--- src/rtl/atos_pkg.sv ---
// Purpose: shared constants and types for the alert-triggered output select block
// Assumes: apb with 32-bit data, one register per aligned word
// Notes: printed offsets are not word multiples, so they are indices; byte address = 4 * index
package atos_pkg;
    localparam int ATOS_CHANNELS = 8;
    localparam int ATOS_OUTPUTS = 5;
    localparam int ATOS_ADDR_W = 12;
    // register indices as printed
    localparam logic [9:0] ATOS_IDX_MASK0 = 10'h0c3;
    localparam logic [9:0] ATOS_IDX_MASK1 = 10'h0c5;
    localparam logic [9:0] ATOS_IDX_MASK2 = 10'h0c7;
    localparam logic [9:0] ATOS_IDX_MASK3 = 10'h0c9;
    localparam logic [9:0] ATOS_IDX_MASK4 = 10'h0cb;
    // interrupt registers placed past the mask block
    localparam logic [9:0] ATOS_IDX_IRQ_STATUS = 10'h0e0;
    localparam logic [9:0] ATOS_IDX_IRQ_ENABLE = 10'h0e1;
    // mask and interrupt enable reset values
    localparam logic [7:0] ATOS_RST_MASK0 = 8'h02;
    localparam logic [7:0] ATOS_RST_MASK1 = 8'h01;
    localparam logic [7:0] ATOS_RST_MASK2 = 8'h08;
    localparam logic [7:0] ATOS_RST_MASK3 = 8'h04;
    localparam logic [7:0] ATOS_RST_MASK4 = 8'h20;
    localparam logic [4:0] ATOS_RST_IRQ_ENABLE = 5'h00;

    typedef struct packed {
        logic psel;
        logic penable;
        logic pwrite;
        logic [ATOS_ADDR_W-1:0] paddr;
        logic [31:0] pwdata;
    } atos_apb_req_t;

    typedef struct packed {
        logic pready;
        logic pslverr;
        logic [31:0] prdata;
    } atos_apb_rsp_t;
endpackage : atos_pkg

--- src/rtl/atos_apb_decode.sv ---
// Purpose: apb address decode into a register index
// Assumes: word-aligned accesses; unaligned addresses count as unmapped
// Notes: purely combinational
`timescale 1ns/1ps
module atos_apb_decode (
    input wire atos_pkg::atos_apb_req_t req,
    output logic access,
    output logic [9:0] index,
    output logic aligned
);
    import atos_pkg::*;

    // access phase qualifies every register effect
    always_comb begin
        access = req.psel && req.penable;
        index = req.paddr[ATOS_ADDR_W-1:2];
        aligned = (req.paddr[1:0] == 2'h0);
    end
endmodule : atos_apb_decode

--- src/rtl/atos_trigger_or.sv ---
// Purpose: per-output selection of channel alerts
// Assumes: alert flags already in the clock domain
// Notes: one instance per output
`timescale 1ns/1ps
module atos_trigger_or #(
    parameter int CHANNELS = 8
) (
    input wire logic [CHANNELS-1:0] mask,
    input wire logic [CHANNELS-1:0] alert,
    output logic fire
);
    // clear mask bits block their channel; any selected one fires
    always_comb begin
        fire = |(mask & alert);
    end
endmodule : atos_trigger_or

--- src/rtl/atos_top.sv ---
// Purpose: alert-triggered output select mask bank with apb access
// Assumes: alert flags come from the watchdog on the same clock
// Notes: registers one update strobe per general output, high in each cycle after a selected alert is seen
// Notes on behaviour
// - output 0 mask, bit n selects channel n
// - set mask bit lets channel alert update
// - clear mask bit blocks that channel alert
// - outputs 1 to 4 have own masks
// - output 0 mask index c3, reset 02
// - output 1 mask index c5, reset 01
// - output 2 mask index c7, reset 08
// - output 3 mask index c9, reset 04
// - output 4 mask index cb, reset 20
`timescale 1ns/1ps
module atos_top #(
    parameter int CHANNELS = atos_pkg::ATOS_CHANNELS,
    parameter int OUTPUTS = atos_pkg::ATOS_OUTPUTS
) (
    input wire logic clk,
    input wire logic rst,
    input wire atos_pkg::atos_apb_req_t apb_req,
    output atos_pkg::atos_apb_rsp_t apb_rsp,
    input wire logic [CHANNELS-1:0] alert_flags,
    output logic [OUTPUTS-1:0] output_update,
    output logic irq
);
    import atos_pkg::*;

    // the mask layout and map are fixed at eight channels and five outputs
    if (CHANNELS != ATOS_CHANNELS || OUTPUTS != ATOS_OUTPUTS) begin : g_bad_params
        $error("atos_top: only 8 channels and 5 outputs are supported");
    end

    typedef struct packed {
        logic [OUTPUTS-1:0][CHANNELS-1:0] mask;
        logic [OUTPUTS-1:0] update;
        logic [OUTPUTS-1:0] irq_status;
        logic [OUTPUTS-1:0] irq_enable;
        logic [31:0] rdata;
        logic slverr;
    } atos_state_t;

    atos_state_t state;
    atos_state_t next_state;
    logic access;
    logic [9:0] index;
    logic aligned;
    logic [OUTPUTS-1:0] fire;
    logic [9:0] mask_index [OUTPUTS];
    logic [CHANNELS-1:0] mask_reset [OUTPUTS];

    atos_apb_decode u_decode (
        .req(apb_req),
        .access(access),
        .index(index),
        .aligned(aligned)
    );

    // map table for the five mask registers
    always_comb begin
        mask_index[0] = ATOS_IDX_MASK0;
        mask_index[1] = ATOS_IDX_MASK1;
        mask_index[2] = ATOS_IDX_MASK2;
        mask_index[3] = ATOS_IDX_MASK3;
        mask_index[4] = ATOS_IDX_MASK4;
        mask_reset[0] = ATOS_RST_MASK0;
        mask_reset[1] = ATOS_RST_MASK1;
        mask_reset[2] = ATOS_RST_MASK2;
        mask_reset[3] = ATOS_RST_MASK3;
        mask_reset[4] = ATOS_RST_MASK4;
    end

    // one selector per output, each against its own mask
    for (genvar g = 0; g < OUTPUTS; g++) begin : g_out
        atos_trigger_or #(
            .CHANNELS(CHANNELS)
        ) u_sel (
            .mask(state.mask[g]),
            .alert(alert_flags),
            .fire(fire[g])
        );
    end

    // register file, strobes and interrupt status
    always_comb begin
        logic hit;
        hit = 1'b0;
        next_state = state;
        // strobe evaluated with the mask held before any write this cycle
        next_state.update = fire;
        // set wins over a write-one clear in the same cycle
        next_state.irq_status = state.irq_status | fire;
        next_state.rdata = 32'h0;
        next_state.slverr = 1'b0;
        if (access && aligned) begin
            for (int k = 0; k < OUTPUTS; k++) begin
                if (index == mask_index[k]) begin
                    hit = 1'b1;
                    next_state.rdata = {24'h0, state.mask[k]};
                    if (apb_req.pwrite) begin
                        next_state.mask[k] = apb_req.pwdata[CHANNELS-1:0];
                    end
                end
            end
            if (index == ATOS_IDX_IRQ_STATUS) begin
                hit = 1'b1;
                next_state.rdata = {27'h0, state.irq_status};
                if (apb_req.pwrite) begin
                    next_state.irq_status = (state.irq_status & ~apb_req.pwdata[OUTPUTS-1:0]) | fire;
                end
            end
            if (index == ATOS_IDX_IRQ_ENABLE) begin
                hit = 1'b1;
                next_state.rdata = {27'h0, state.irq_enable};
                if (apb_req.pwrite) begin
                    next_state.irq_enable = apb_req.pwdata[OUTPUTS-1:0];
                end
            end
        end
        // unmapped or unaligned: error, reads zero
        if (access && !hit) begin
            next_state.slverr = 1'b1;
        end
        if (rst) begin
            for (int k = 0; k < OUTPUTS; k++) begin
                next_state.mask[k] = mask_reset[k];
            end
            next_state.update = '0;
            next_state.irq_status = '0;
            next_state.irq_enable = ATOS_RST_IRQ_ENABLE;
            next_state.rdata = 32'h0;
            next_state.slverr = 1'b0;
        end
    end

    always_ff @(posedge clk) begin
        state <= next_state;
    end

    // zero-wait slave: data is valid in the access cycle, so drive combinationally from the mask and interrupt registers
    always_comb begin
        apb_rsp.pready = 1'b1;
        apb_rsp.pslverr = 1'b0;
        apb_rsp.prdata = 32'h0;
        if (access) begin
            apb_rsp.pslverr = !(aligned && (index == ATOS_IDX_IRQ_STATUS || index == ATOS_IDX_IRQ_ENABLE
                || index == mask_index[0] || index == mask_index[1] || index == mask_index[2]
                || index == mask_index[3] || index == mask_index[4]));
            for (int k = 0; k < OUTPUTS; k++) begin
                if (aligned && index == mask_index[k]) begin
                    apb_rsp.prdata = {24'h0, state.mask[k]};
                end
            end
            if (aligned && index == ATOS_IDX_IRQ_STATUS) begin
                apb_rsp.prdata = {27'h0, state.irq_status};
            end
            if (aligned && index == ATOS_IDX_IRQ_ENABLE) begin
                apb_rsp.prdata = {27'h0, state.irq_enable};
            end
        end
    end

    // outputs from flops
    always_comb begin
        output_update = state.update;
        irq = |(state.irq_status & state.irq_enable);
    end

    // ---- checks ----
    // reset checks look one edge ahead, so no history before the first edge is needed
    a_mask0_reset: assert property (@(posedge clk) rst |=> state.mask[0] == ATOS_RST_MASK0)
        else $error("mask0 reset value wrong");
    a_mask1_reset: assert property (@(posedge clk) rst |=> state.mask[1] == ATOS_RST_MASK1)
        else $error("mask1 reset value wrong");
    a_mask2_reset: assert property (@(posedge clk) rst |=> state.mask[2] == ATOS_RST_MASK2)
        else $error("mask2 reset value wrong");
    a_mask3_reset: assert property (@(posedge clk) rst |=> state.mask[3] == ATOS_RST_MASK3)
        else $error("mask3 reset value wrong");
    a_mask4_reset: assert property (@(posedge clk) rst |=> state.mask[4] == ATOS_RST_MASK4)
        else $error("mask4 reset value wrong");
    a_selected_fires: assert property (@(posedge clk) disable iff (rst)
        ((alert_flags & state.mask[0]) != 8'h00) |=> output_update[0])
        else $error("selected alert did not update output 0");
    a_blocked_quiet: assert property (@(posedge clk) disable iff (rst)
        ((alert_flags & state.mask[1]) == 8'h00) |=> !output_update[1])
        else $error("unselected alert updated output 1");
    a_or_of_alerts: assert property (@(posedge clk) disable iff (rst)
        1'b1 |=> output_update[2] == |($past(alert_flags) & $past(state.mask[2])))
        else $error("output 2 strobe is not the or of selected alerts");
    a_mask_write: assert property (@(posedge clk) disable iff (rst)
        (access && apb_req.pwrite && aligned && index == ATOS_IDX_MASK3)
        |=> state.mask[3] == $past(apb_req.pwdata[7:0]))
        else $error("mask3 write not stored");
    a_mask_own: assert property (@(posedge clk) disable iff (rst)
        (access && apb_req.pwrite && aligned && index == ATOS_IDX_MASK4)
        |=> $stable(state.mask[0]))
        else $error("mask4 write disturbed mask0");
    a_mask_readback: assert property (@(posedge clk) disable iff (rst)
        (access && !apb_req.pwrite && aligned && index == ATOS_IDX_MASK0)
        |-> apb_rsp.prdata == {24'h0, state.mask[0]})
        else $error("mask0 readback wrong");
endmodule : atos_top

--- config.mk ---
export PLATFORM = sky130hd
export DESIGN_NAME = atos_top
export DESIGN_NICKNAME = d
export VERILOG_FILES = /design/src/rtl/atos_pkg.sv /design/src/rtl/atos_apb_decode.sv /design/src/rtl/atos_trigger_or.sv /design/src/rtl/atos_top.sv
export SDC_FILE = /design/constraint.sdc
export NUM_CORES = 1
export LEC_CHECK = 0
export BUFFER_PORTS_ARGS = -buffer_cell sky130_fd_sc_hd__clkbuf_2
export CORE_MARGIN = 8
export CORE_UTILIZATION = 53
export CTS_BUF_LIST = sky130_fd_sc_hd__clkbuf_8
export DETAILED_ROUTE_END_ITERATION = 6
export GPL_TIMING_DRIVEN = 0
export HOLD_SLACK_MARGIN = 0.03
export PLACE_DENSITY = 0.86
export SLEW_MARGIN = 40
export SYNTH_ARGS = -nofsm -noshare
export SYNTH_HDL_FRONTEND = slang
export SYNTH_SLANG_ARGS = --single-unit
--- constraint.sdc ---
create_clock -name clk -period 1.75 [get_ports clk]
set_input_delay 0.0875 -clock clk [delete_from_list [all_inputs] [get_ports clk]]
set_output_delay 0.0875 -clock clk [all_outputs]
set_load 0.01 [all_outputs]
=== After elaboration in Yosys (flattened, before gate mapping) ===
Index checks and enable logic that the tools add are counted.

* Bits in registers: 55
* Latch bits: 0
* RAM bits: 0
* ROM bits: 0
* Bits of input ports: 57
* Output and inout bits: 40
* Memories: 0

* Add/subtract/negate cells: 0
* Multipliers: 0
* Divide/modulo/power cells: 0
* Order comparisons: 0
* Eq/ne operators: 7
* Shift-type cells: 0
* Muxes and demuxes: 19
* Bitwise operators: 10
* Reduce and logical (&&, ||, !) cells: 30

{| class="wikitable"
|+ Operators by type and width
! cell !! number
|-
| 32-bit two-way mux || 11
|-
| 10-bit by 8-bit equality test with 1-bit output, second input constant || 7
|-
| 42-bit two-way mux || 1
|-
| 8-bit bitwise AND || 5
|-
| 8-bit OR reduction || 5
|-
| 37-bit two-way mux || 1
|-
| 33-bit two-way mux || 1
|-
| 3-bit AND reduction || 6
|-
| 8-bit two-way mux || 2
|-
| 5-bit two-way mux || 3
|-
| 5-bit bitwise AND || 2
|-
| 1-bit logical AND || 10
|-
| 5-bit bitwise OR || 2
|-
| 1-bit logical OR || 6
|-
| 5-bit inverter || 1
|-
| 5-bit OR reduction || 1
|-
| 2-bit zero test || 1
|-
| 1-bit zero test || 1
|}

=== Depth between registers and ports, before layout ===
* Depth in word-level cells: 10
* Mapped depth: 6

=== Modules after synthesis ===
A second synthesis with hierarchy kept.

* Cell total of the unflattened synthesis: 421
* Area total of the unflattened synthesis: 3399.5 um2

{| class="wikitable"
|+ Modules (own cells, without submodules)
! module !! instances !! cells each !! area an instance (um2)
|-
| atos_top || 1 || 384 || 3133.0
|-
| atos_trigger_or || 5 || 5 || 36.3
|-
| atos_apb_decode || 1 || 12 || 85.1
|}

=== Worst setup path after synthesis ===
OpenSTA, ideal clock, no wires.

* Kind: in2reg
* Start point: input apb_req[33] (netlist name)
* End point: register state[50] (netlist name)
* Setup time: 0.072 ns
* Arrival time: 1.422 ns
* Setup slack: 0.257 ns
* Cell stages on the path: 5
* Buffers on the path: 1
* Cell sequence: or4_4 > nor3_4 > and3_2 > buf_6 > mux2i_1

* Longest elaborated chain between the ends: 3

{| class="wikitable"
|+ RTL lines
! item !! RTL line !! text
|-
| start, declared || atos_top.sv:21 || <nowiki>input wire atos_pkg::atos_apb_req_t apb_req,</nowiki>
|-
| 2-bit zero test || atos_apb_decode.sv:17 || <nowiki>aligned = (req.paddr[1:0] == 2'h0);</nowiki>
|-
| 1-bit logical AND || atos_top.sv:95 || <nowiki>if (access && aligned) begin</nowiki>
|-
| 3-bit AND reduction (no line) || n/a ||
|-
| end signal, assigned || atos_top.sv:137 || <nowiki>state <= next_state;</nowiki>
|-
| end, declared || atos_top.sv:43 || <nowiki>atos_state_t state;</nowiki>
|}

Every way passes these cells.
A chain may end at the register's enable or synchronous reset.

==> results by group <==
Place
  • Dpl cells: a little over 500
  • Final GP Congestion: 0.980
  • DP Wirelength: about 7700 microns
  • IO buf count: 45

Floorplan
  • Die footprint: a little under 9000 sq um
  • Top Ports: just under 100
  • Core Box Area: a little under 6000 sq um
  • Rows: 28
  • Die Span Y: approximately 94 microns
  • Die Wd: between 90 and 100 microns
  • Initial Util: 0.543

GRT
  • First-pass GRT wire length: 15700 microns
  • GRT Overall Usage: 0.223
  • Gr ovfl total: 0
  • Largest net degree at the start of global routing: 15
  • Initial antenna violation count: 0
  • Vias in the first global route: approximately 3100

CTS
  • Clock Path Buffers: 2
  • CTS tree: yes
  • Clk sinks: 55
  • # hold bufs at CTS: 0
  • Worst-Skew Late Latency: around 0.30 ns
  • H-Tree Level Count: 2
  • Clk slew on worst S/H paths: 0.10 ns
  • Root Buffer: clkbuf_8
  • Num CTS Buffers: 5

Detailed routing
  • Total Wirelength: 10100 microns
  • Via count: between 3000 and 4000
  • DR pass1 iterations: 5
  • Post-route ant nets: 0
  • Routed len/inst: between 15 and 20 microns
  • # DRC: 0
  • Initial detailed-routing violation count: approximately 320
  • Via-to-Cell Ratio: 6.17

Power and ir drop
  • Cell Pwr Density: 609 nW/um^2
  • P_leak: ~1.6 nW
  • Peak VDD IR: around 290 uV

Synth
  • #FFs+latches synth: 55
  • EDFF count, synth: 0
  • Cells after Synth: between 300 and 400
  • Syn avg cell area: approximately 8.6 sq um
  • Cell Area, Synth: between 3000 and 4000 sq um
  • Synth warn: 0
  • Ys flop type: dfxtp_1
  • Netlist cell types: between 50 and 60
  • Post-synth ARST share: 0
  • Sequential area share after synthesis: 0.345

Timing
  • Fin crit period: approximately 1.7 ns
  • # setup viols final: 0
  • Relative slew slack: 0.630
  • TNS Setup: 0 ns
  • Slew @ Worst Pin: around 0.56 ns
  • Slew Viols, Final: 0
  • Final hold slack: slightly below 0.06 ns
  • RSZ-0062 raised after global routing: yes
  • Final hold violations: 0
  • Clk_skew: about 0.013 ns
  • Final period util: 0.965
  • F_max: between 500 and 600 MHz

Worst setup path
  • Arr. time, crit path: between 1.5 and 2 ns
  • CP Max Fanout: 10
  • Crit-path cells: clkbuf_2 > nor4_4 > and4_1 > clkbuf_4 > a2bb2oi_1 > o22ai_1 > clkbuf_2
  • Worst Path Required: 1.66 ns
  • Crit path largest cell delay: around 0.41 ns
  • Critical-path top delay cell: nor4_4
  • Endpoint class of the critical path: output port
  • Buf/Inv on CP: 3
  • Kind of cell adding the most delay to the critical path: simple AND/OR/NAND/NOR gates
  • Most common cell on crit path: clkbuf_2
  • Crit path kind: primary input to output port
  • CP Launch Type: primary input

Final layout
  • Layout filler cell count: 516
  • Share of cells above drive strength 1: 0.265
  • Final #Nets: roughly 500
  • P&R area growth vs syn: 17.6%
  • Final Non-Filler Cells: 531
  • Final core utilization: 0.638
  • ANT cells: 0

Min path
  • Worst hold path class: primary input to register

Job
  • Max-cap violations: 0

Run status
  • Status: completed
## per-stage QoR
step           power [mW]  setup slack [ns]  instance area (sq um)
6_report             2.29            0.0620                   3750
5_1_grt              2.37           -0.0542                   3750
4_1_cts              2.27            0.0168                   3710
3_5_place_dp         1.65            -0.193                   3600
3_3_place_gp         1.65            -0.199                   3600
2_1_floorplan        1.52             0.257                   3280
## cells in the mapped netlist (all sizes together) (2+ instances only)
cell type | instances | area [sq um]
a21oi | 13 | 65.1
a221o | 2 | 20.0
a22oi | 23 | 173
a2bb2oi | 4 | 35.0
a31o | 5 | 43.8
a31oi | 2 | 12.5
a41oi | 5 | 43.8
and3 | 4 | 26.3
and3b | 2 | 17.5
and4 | 2 | 17.5
buf | 36 | 259
clkbuf | 18 | 68.8
conb | 2 | 7.51
dfxtp | 55 | 1100
inv | 4 | 15.0
mux2 | 5 | 56.3
mux2i | 30 | 300
nand2 | 36 | 135
nand2b | 6 | 37.5
nand3 | 22 | 135
nand4 | 11 | 83.8
nor2 | 17 | 63.8
nor2b | 5 | 31.3
nor3 | 2 | 21.3
nor4 | 2 | 42.5
o21ai | 35 | 175
o221ai | 2 | 17.5
o311ai | 7 | 61.3
## per-layer routing
layer  global-route usage  up-vias  wire length [microns]
met3               0.0345       27                   1130
li1                     -     1501                      -
met5                    0        -                      0
met1                0.293     1522                   4080
met2                0.360      224                   4650
met4               0.0845        0                    269
## registers in the layout (all words and copies together), names as in the netlist
signal and cells:
state 50, output_update 5
## layout by cell type (no fill, tap or decap), types with 6 or more instances in the layout
master	netlist	routed
nor2_1	17	17
buf_4	30	40
a21oi_1	13	13
o311ai_0	7	7
buf_2	3	6
nand2b_1	6	6
dfxtp_1	55	54
conb_1	2	25
clkbuf_2	1	46
mux2i_1	30	30
o21ai_0	35	35
a22oi_1	23	23
clkbuf_1	17	14
nand4_1	10	10
nand3_1	20	20
nand2_1	36	36
## report_power, final
part           leakage (nW)  switching (mW)  internal [mW]  total, mW
logic                  1.16           0.224          0.139      0.363
clock network        0.0413           0.385          0.263      0.647
registers             0.447          0.0103           1.27       1.28
total                  1.64           0.619           1.67       2.29
## worst min-delay path: cells and delay by family
kind,cells,cell delay [ns]
simple gates,1,0.07
buf+inv,1,0.10
compound gates,1,0.06
## cell families (layout without fill, tap and decap cells)
family / count (synthesis) / in the layout / share of synthesized area
AOI/OAI and AO/OA: 106 / 106 / 0.223
other: 2 / 25 / 0.00235
and+or+nand+nor: 116 / 116 / 0.210
DFF: 55 / 55 / 0.345
buffers and inverters: 59 / 119 / 0.109
muxes: 35 / 35 / 0.112
## layout make-up
cell class                 count  area, sq um  area share
multi-input combinational    282         1840       0.489
tap                           75         93.8      0.0250
inverter                       5         18.8     0.00500
buffer                        53          332      0.0883
timing repair buffer          55          300      0.0800
clock buffer                   5         68.8      0.0183
sequential                    55         1100       0.294
clock inverter                 1         3.75     0.00100
## final timing paths
kind                          start  slack (ns)                      to  cells past startpoint
min reg2reg  state[58]$_SDFFE_PP0P_        0.48  state[58]$_SDFFE_PP0P_                      2
max reg2reg  state[55]$_SDFFE_PP0P_        0.46    state[38]$_SDFF_PP0_                      3
max                     apb_req[33]        0.06              apb_rsp[4]                      7
min                      apb_req[7]        0.06  state[87]$_SDFFE_PP0P_                      3
## repair_timing
| item | 4_1_cts | 5_1_grt |
|---|---|---|
| setup buffers | 4 | 6 |
| pin swaps | 2 | 3 |
| endpoints found under the setup margin | 6 | 5 |
| resized for setup | 4 | 7 |
Note: power is estimated with default switching activity, not from simulation.
